[src/shared/bvc_cfg.svh]
// Constants for the second buck converter voltage control register
`ifndef BVC_CFG_SVH
`define BVC_CFG_SVH

// ****************************************
// Register placement and field layout
// ****************************************
`define BVC_REG_ADDR      8'h17
`define BVC_PSE_BIT       3'h7
`define BVC_RSVD_BIT      3'h6
`define BVC_CODE_MSB      3'h5
`define BVC_ADDR_W        8
`define BVC_DATA_W        8
`define BVC_CODE_W        6
`define BVC_MV_W          11

// ****************************************
// Reset values
// ****************************************
`define BVC_PSE_RST       1'h1
`define BVC_CODE_RST      6'h32
`define BVC_RDATA_RST     8'h00
`define BVC_RSVD_VAL      1'h0

// ****************************************
// Voltage table, in millivolts
// ****************************************
`define BVC_CODE_KNEE     6'h32
`define BVC_MV_BASE       11'h352
`define BVC_MV_KNEE       11'h546
`define BVC_MV_STEP_LO    11'h00a
`define BVC_MV_STEP_HI    11'h019
`define BVC_MV_PAD        5'h00

// ****************************************
// Timing
// ****************************************
`define BVC_CLK_MHZ       20
`define BVC_BLANK_TIME_US 5000
`define BVC_BLANK_CYCLES  (`BVC_BLANK_TIME_US * `BVC_CLK_MHZ)

`endif

[src/shared/bvc_pkg.sv]
// Types shared by the voltage control register design
package bvc_pkg;

  // ****************************************
  // Converter operating mode
  // ****************************************
  typedef enum logic {
    BVC_MODE_PWM,
    BVC_MODE_SKIP
  } bvc_mode_t;

  // Output voltage code
  typedef logic [5:0] bvc_code_t;

endpackage

[src/logic/bvc_top.sv]
// Second buck converter voltage control register and mode logic
`timescale 1ns/1ps
`include "bvc_cfg.svh"

module bvc_top
  import bvc_pkg::*;
#(
  parameter int BLANK_CYCLES = `BVC_BLANK_CYCLES
) (
  // Clock and reset
  input  wire logic                   clk,
  input  wire logic                   reset_n,
  // Register port from the serial interface
  input  wire logic [`BVC_ADDR_W-1:0] reg_addr,
  input  wire logic                   reg_wr,
  input  wire logic                   reg_rd,
  input  wire logic [`BVC_DATA_W-1:0] reg_wdata,
  output logic      [`BVC_DATA_W-1:0] reg_rdata,
  // Password unlock and apply controls
  input  wire logic                   password_ok,
  input  wire logic                   voltage_apply,
  input  wire logic                   voltage_apply_on_disable,
  // Load condition from the converter
  input  wire logic                   light_load,
  // Converter controls
  output logic                        pulse_skip_active,
  output logic                        force_pwm,
  output logic      [`BVC_CODE_W-1:0] applied_code,
  output logic      [`BVC_MV_W-1:0]   vout_mv,
  output logic                        monitor_blank
);

  // ****************************************
  // Elaboration check
  // ****************************************
  // Blanking hold assertion looks eight cycles ahead
  if (BLANK_CYCLES < 8) begin : g_bad_blank
    $error("bvc_top: BLANK_CYCLES must be at least eight");
  end

  // ****************************************
  // Light-load input synchroniser
  // ****************************************
  logic light_meta_reg;
  logic light_sync_reg;

  // Two stages, only the second is read
  always_ff @(posedge clk or negedge reset_n) begin
    if (!reset_n) begin
      light_meta_reg <= 1'h0;
      light_sync_reg <= 1'h0;
    end else begin
      light_meta_reg <= light_load;
      light_sync_reg <= light_meta_reg;
    end
  end

  // ****************************************
  // Register write and read
  // ****************************************
  logic                   sel;
  logic                   wr_acc;
  logic                   pse_reg;
  logic                   pse_next;
  bvc_code_t              code_reg;
  bvc_code_t              code_next;
  logic [`BVC_DATA_W-1:0] rdata_reg;
  logic [`BVC_DATA_W-1:0] rdata_next;

  // Decode and password gate
  assign sel    = (reg_addr == `BVC_REG_ADDR);
  assign wr_acc = reg_wr && sel && password_ok;

  // Next register contents and read data
  always_comb begin
    pse_next   = pse_reg;
    code_next  = code_reg;
    rdata_next = `BVC_RDATA_RST;
    if (wr_acc) begin
      pse_next  = reg_wdata[`BVC_PSE_BIT];
      code_next = reg_wdata[`BVC_CODE_MSB:0];
    end
    if (reg_rd && sel) begin
      rdata_next = {pse_reg, `BVC_RSVD_VAL, code_reg};
    end
  end

  // Register storage
  always_ff @(posedge clk or negedge reset_n) begin
    if (!reset_n) begin
      pse_reg   <= `BVC_PSE_RST;
      code_reg  <= `BVC_CODE_RST;
      rdata_reg <= `BVC_RDATA_RST;
    end else begin
      pse_reg   <= pse_next;
      code_reg  <= code_next;
      rdata_reg <= rdata_next;
    end
  end

  // ****************************************
  // Converter mode
  // ****************************************
  bvc_mode_t mode_reg;
  bvc_mode_t mode_next;
  logic      skip_reg;
  logic      skip_next;
  logic      fpwm_reg;
  logic      fpwm_next;

  // Skip only when enabled and load is light
  always_comb begin
    case (mode_reg)
      BVC_MODE_PWM: begin
        if (pse_reg && light_sync_reg) begin
          mode_next = BVC_MODE_SKIP;
        end else begin
          mode_next = BVC_MODE_PWM;
        end
      end
      BVC_MODE_SKIP: begin
        if (!pse_reg || !light_sync_reg) begin
          mode_next = BVC_MODE_PWM;
        end else begin
          mode_next = BVC_MODE_SKIP;
        end
      end
      default: begin
        mode_next = BVC_MODE_PWM;
      end
    endcase
    skip_next = (mode_next == BVC_MODE_SKIP);
    fpwm_next = !pse_reg;
  end

  // Mode registers
  always_ff @(posedge clk or negedge reset_n) begin
    if (!reset_n) begin
      mode_reg <= BVC_MODE_PWM;
      skip_reg <= 1'h0;
      fpwm_reg <= 1'h0;
    end else begin
      mode_reg <= mode_next;
      skip_reg <= skip_next;
      fpwm_reg <= fpwm_next;
    end
  end

  // ****************************************
  // Applied code and voltage table
  // ****************************************
  bvc_code_t            appl_reg;
  bvc_code_t            appl_next;
  logic [`BVC_MV_W-1:0] mv_reg;
  logic [`BVC_MV_W-1:0] mv_next;
  logic [`BVC_MV_W-1:0] appl_wide;
  logic [`BVC_MV_W-1:0] knee_wide;

  assign appl_wide = {`BVC_MV_PAD, appl_reg};
  assign knee_wide = {`BVC_MV_PAD, `BVC_CODE_KNEE};

  // Staged code moves on an apply request
  always_comb begin
    appl_next = appl_reg;
    if (voltage_apply || voltage_apply_on_disable) begin
      appl_next = code_reg;
    end
    if (appl_reg <= `BVC_CODE_KNEE) begin
      mv_next = `BVC_MV_BASE + appl_wide * `BVC_MV_STEP_LO;
    end else begin
      mv_next = `BVC_MV_KNEE + (appl_wide - knee_wide) * `BVC_MV_STEP_HI;
    end
  end

  // Applied code registers
  always_ff @(posedge clk or negedge reset_n) begin
    if (!reset_n) begin
      appl_reg <= `BVC_CODE_RST;
      mv_reg   <= `BVC_MV_KNEE;
    end else begin
      appl_reg <= appl_next;
      mv_reg   <= mv_next;
    end
  end

  // ****************************************
  // Monitor blanking after writes
  // ****************************************
  logic blank_busy;

  bvc_blank_timer #(
    .CYCLES (BLANK_CYCLES)
  ) bvc_blank_timer_i (
    .clk     (clk),
    .reset_n (reset_n),
    .start   (wr_acc),
    .busy    (blank_busy)
  );

  // Outputs
  assign reg_rdata         = rdata_reg;
  assign pulse_skip_active = skip_reg;
  assign force_pwm         = fpwm_reg;
  assign applied_code      = appl_reg;
  assign vout_mv           = mv_reg;
  assign monitor_blank     = blank_busy;
endmodule

[src/logic/bvc_blank_timer.sv]
// Retriggerable countdown that holds a busy level after each start
`timescale 1ns/1ps
`include "bvc_cfg.svh"

module bvc_blank_timer
  import bvc_pkg::*;
#(
  parameter int CYCLES = `BVC_BLANK_CYCLES
) (
  // Clock and reset
  input  wire logic clk,
  input  wire logic reset_n,
  // Control
  input  wire logic start,
  // Status
  output logic      busy
);

  localparam int CW = $clog2(CYCLES + 1);

  // ****************************************
  // Elaboration check
  // ****************************************
  if (CYCLES < 1) begin : g_bad_cycles
    $error("bvc_blank_timer: CYCLES must be at least one");
  end

  logic [CW-1:0] cnt_reg;
  logic [CW-1:0] cnt_next;
  logic          busy_reg;
  logic          busy_next;

  // Reload on start, else count down to zero
  always_comb begin
    cnt_next = cnt_reg;
    if (start) begin
      cnt_next = CW'(CYCLES);
    end else if (cnt_reg != '0) begin
      cnt_next = cnt_reg - CW'(1);
    end
    busy_next = (cnt_next != '0);
  end

  // Counter registers
  always_ff @(posedge clk or negedge reset_n) begin
    if (!reset_n) begin
      cnt_reg  <= '0;
      busy_reg <= 1'h0;
    end else begin
      cnt_reg  <= cnt_next;
      busy_reg <= busy_next;
    end
  end

  assign busy = busy_reg;

endmodule

[config.mk]
export PLATFORM = sky130hd
export DESIGN_NAME = bvc_top
export DESIGN_NICKNAME = d
export VERILOG_FILES = /design/src/shared/bvc_pkg.sv /design/src/logic/bvc_top.sv /design/src/logic/bvc_blank_timer.sv
export VERILOG_INCLUDE_DIRS = /design/src /design/src/shared
export SDC_FILE = /design/constraint.sdc
export NUM_CORES = 1
export LEC_CHECK = 0
export BUFFER_PORTS_ARGS = -buffer_cell sky130_fd_sc_hd__buf_2
export CAP_MARGIN = 20
export CORE_MARGIN = 2
export CORE_UTILIZATION = 45
export CTS_CLUSTER_DIAMETER = 120
export DETAILED_ROUTE_END_ITERATION = 8
export PLACE_DENSITY = 0.72
export SLEW_MARGIN = 40
export SYNTH_ARGS = -nofsm -noshare
export SYNTH_HDL_FRONTEND = slang
export SYNTH_HIERARCHICAL = 1
export SYNTH_SLANG_ARGS = --single-unit
[constraint.sdc]
create_clock -name clk -period 6.6 [get_ports clk]
set_input_delay 0.33 -clock clk [delete_from_list [all_inputs] [get_ports clk]]
set_output_delay 0.33 -clock clk [all_outputs]
set_load 0.01 [all_outputs]
==> flow_metrics.py <==
metrics = {
    "grt": {
        "grt_max_degree": 54,
        "groute.usage.overall_pct": 17.22,
        "grt_pass1_wl_mm": 12.14,
        "grt_antenna_before_repair": 0,
        "grt_pass1_vias": 2775,
        "gr-total-overflow": 0,
    },
    "setup_path": {
        "worst_path_buf_inv": 1,
        "timing.critical_path.slowest_cell_delay_ps": 680,
        "setup.worst_path.start_class": "flop",
        "crit_chain": "inv_1 > ha_1 > xor2_1 > ha_1 > fa_1 > ha_1 > fa_1 > ha_1 > or3_1 > o21ai_0 > a21oi_1 > xnor2_1 > o211ai_1",
        "crit_type": "flop to flop",
        "required_ps": 6770,
        "path_max_fanout": 12,
        "cp_top_family": "adder cells",
        "crit_slowest_cell": "dfstp_2",
        "path_common_cell": "ha_1",
        "timing.critical_path.to_type": "flop",
        "crit_arrival_ps": 4260,
    },
    "floorplanning": {
        "floorplan_row_count": 32,
        "die_width_um": 93.70,
        "boundaryPins": 52,
        "die_area_sq_mm": 0.008780,
        "core_area_sq_mm": 0.007767,
        "floorplan.initialDensity_pct": 46.62,
        "die_h_um": 93.70,
    },
    "sta": {
        "min_period_over_period_pct": 61.93,
        "finalHoldViolCount": 0,
        "worst_slew_pin_slew_ps": 682.2,
        "largest_clock_skew_in_the_final_design_ps": 4.902,
        "achievable-frequency_ghz": 0.2447,
        "finalWorstPathRequiredPeriod_ps": 4087,
        "final.hold.worst_slack_ps": 122.8,
        "rsz0062_at_grt": "no",
        "drv_slew": 0,
        "fin_tns_setup_ps": 0,
        "max_slew_margin_pct": 54.42,
        "setup_viol_count_final": 0,
    },
    "placed_design": {
        "postPlaceCellArea_sq_mm": 0.003951,
        "place_hpwl_mm": 5.348,
        "numPlacedInstances": 492,
        "gp_routability_congestion": 0.8041,
        "io_buffers": 49,
    },
    "routing": {
        "drt_pass1_iterations": 4,
        "post-route-drc-count": 0,
        "routedWlPerCell_um": 13.93,
        "routed-via-count": 2628,
        "detail-route-antenna-nets": 0,
        "wirelength_mm": 6.965,
        "drc_marker_count_from_the_first_detailed_route_iteration": 73,
        "viasPerCell": 5.256,
    },
    "clock_tree": {
        "post_cts_buffers": 0,
        "clock_tree.htree_level_count": 2,
        "clock-root-buffer": "clkbuf_8",
        "clk_pin_slew_worst_paths_ps": 90,
        "cts-root-to-sink-buffers": 2,
        "cts_hold_repair.buffers": 0,
        "cts_tree": "built",
        "post_cts_resize_count": 0,
        "numCtsBuffers": 5,
        "clock_insertion_delay_worst_skew_ps": 310,
        "numClockSinks": 53,
    },
    "logic_synthesis": {
        "synth_top_cell_by_area": "dfrtp_1",
        "postSynth.topFlopCell": "dfrtp_1",
        "ys_seq_area_share_pct": 37.04,
        "synth.avg_cell_area_sq_um": 10.38,
        "syn-num-nets": 414,
        "asyncSetResetFlopFracSynth_pct": 100.0,
        "synth_seq_cells": 53,
        "syn_area_sq_mm": 0.003621,
        "ys_types": 62,
        "synth_area_leaders": "dfrtp_1 28%, ha_1 12%, dfstp_2 8.7%",
        "synth_top_area_share_pct": 28.33,
        "postSynthCellCount": 349,
        "synth_enable_flop_cells": 0,
        "total_number_of_yosys_warnings": 6,
    },
    "power": {
        "power.density_mw_per_mm2": 228.2,
        "ir_drop_v": 0.0001663,
        "total_leakage_power_nw": 1.904,
    },
    "outcome": {
        "outcome": "completed",
    },
    "finish": {
        "fin_cells": 500,
        "design.final.nets": 462,
        "largest_register_ffs": 17,
        "register_area_sq_mm": 0.001341,
        "final_core_utilization_pct": 52.37,
        "final.fill_count": 731,
        "multi_input_logic_area_sq_mm": 0.002136,
        "area_of_all_placed_cells_without_fillers_sq_mm": 0.004068,
        "antenna_cells": 0,
        "area_delta_synth_final_pct": 12.34,
        "drive_gt1_share_pct": 27.89,
    },
    "worst_hold_path": {
        "holdCritPathClass": "input pin to async pin",
    },
    "run": {
        "max_cap_violations": 0,
    },
}
[final timing paths]
| kind | start | end | slack, ps | depth (start not counted) |
|---|---|---|---|---|
| setup / recovery | applied_code[1]$_DFFE_PN1P_ | vout_mv[9]$_DFF_PN0_ | 2510 | 13 |
| hold / removal | reset_n | vout_mv[7]$_DFF_PN0_ | 120 | 2 |
| setup reg to reg | applied_code[1]$_DFFE_PN1P_ | vout_mv[9]$_DFF_PN0_ | 2510 | 13 |
| hold reg to reg | light_meta_reg$_DFF_PN0_ | light_sync_reg$_DFF_PN0_ | 360 | 0 |
| max in group asynchronous | reset_n | reg_rdata[2]$_DFF_PN0_ | 6050 | 2 |
| min in group clk | light_load | light_meta_reg$_DFF_PN0_ | 120 | 1 |
[report_power, final]
group          total [mW]  switching [mW]  leakage [nW]  internal [mW]
sequential          0.420          0.0591         0.622          0.361
clock               0.226           0.102        0.0585          0.124
combinational       0.282           0.146          1.22          0.136
[through the flow]
step | power (mW) | worst slack, ps
3_3_place_gp | 0.6953 | 2603
5_1_grt | 0.9922 | 2238
2_1_floorplan | 0.6419 | 2774
6_report | 0.9284 | 2513
3_5_place_dp | 0.7072 | 2535
4_1_cts | 0.9384 | 2494
[synthesized netlist by cell type, types with 4 or more instances]
cell      number
clkbuf_1       4
ha_1          35
xnor2_1       11
a21oi_1       18
nand2b_1       5
nand3_1        9
nand2_1       15
dfrtp_1       41
nor2_1        32
xor2_1        17
and3_2         7
or3_1          7
fa_1           6
dfstp_2       12
nand4_1        5
mux2_2         6
o21ai_0       10
nor3_1         8
mux2_4         6
inv_1         21
[layer usage]
| metal | GRT usage, % | wire (um) |
|---|---|---|
| met5 | 0 | 0 |
| met4 | 5.918 | 123 |
| met3 | 2.327 | 224 |
| met2 | 30.83 | 3474 |
| met1 | 21.22 | 3142 |
[cell type report]
| class | count | share of cell area, % |
|---|---|---|
| multi-input combinational | 264 | 52.51 |
| clock buffer | 7 | 2.122 |
| inverter | 21 | 1.938 |
| sequential | 53 | 32.97 |
| tap | 102 | 3.137 |
| clock inverter | 1 | 0.7382 |
| timing repair buffer | 52 | 6.583 |
[kinds of logic after synthesis]
group | count (synthesis) | synth area share (%)
xor+xnor | 29 | 7.394
simple gates | 124 | 21.32
compound gates | 54 | 9.572
buf+inv | 32 | 3.974
fa+ha+maj | 41 | 15.41
other cells | 1 | 0.1036
flops | 53 | 37.04
mux | 15 | 5.183
[cells in the final DEF (no fill, tap or decap), types with 5 or more instances in the layout]
cell,instances
nand4_1,5
clkbuf_8,6
buf_2,49
fa_1,6
xor2_1,17
xnor2_1,11
and3_2,7
nand2b_1,5
dfrtp_1,41
dfstp_2,12
nor2_1,32
a21oi_1,18
nor3_1,8
nand3_1,9
inv_1,21
nand2_1,15
o21ai_0,10
ha_1,35
mux2_4,6
or3_1,7
mux2_2,6
No activity file was read; power rests on OpenSTA's default activity.
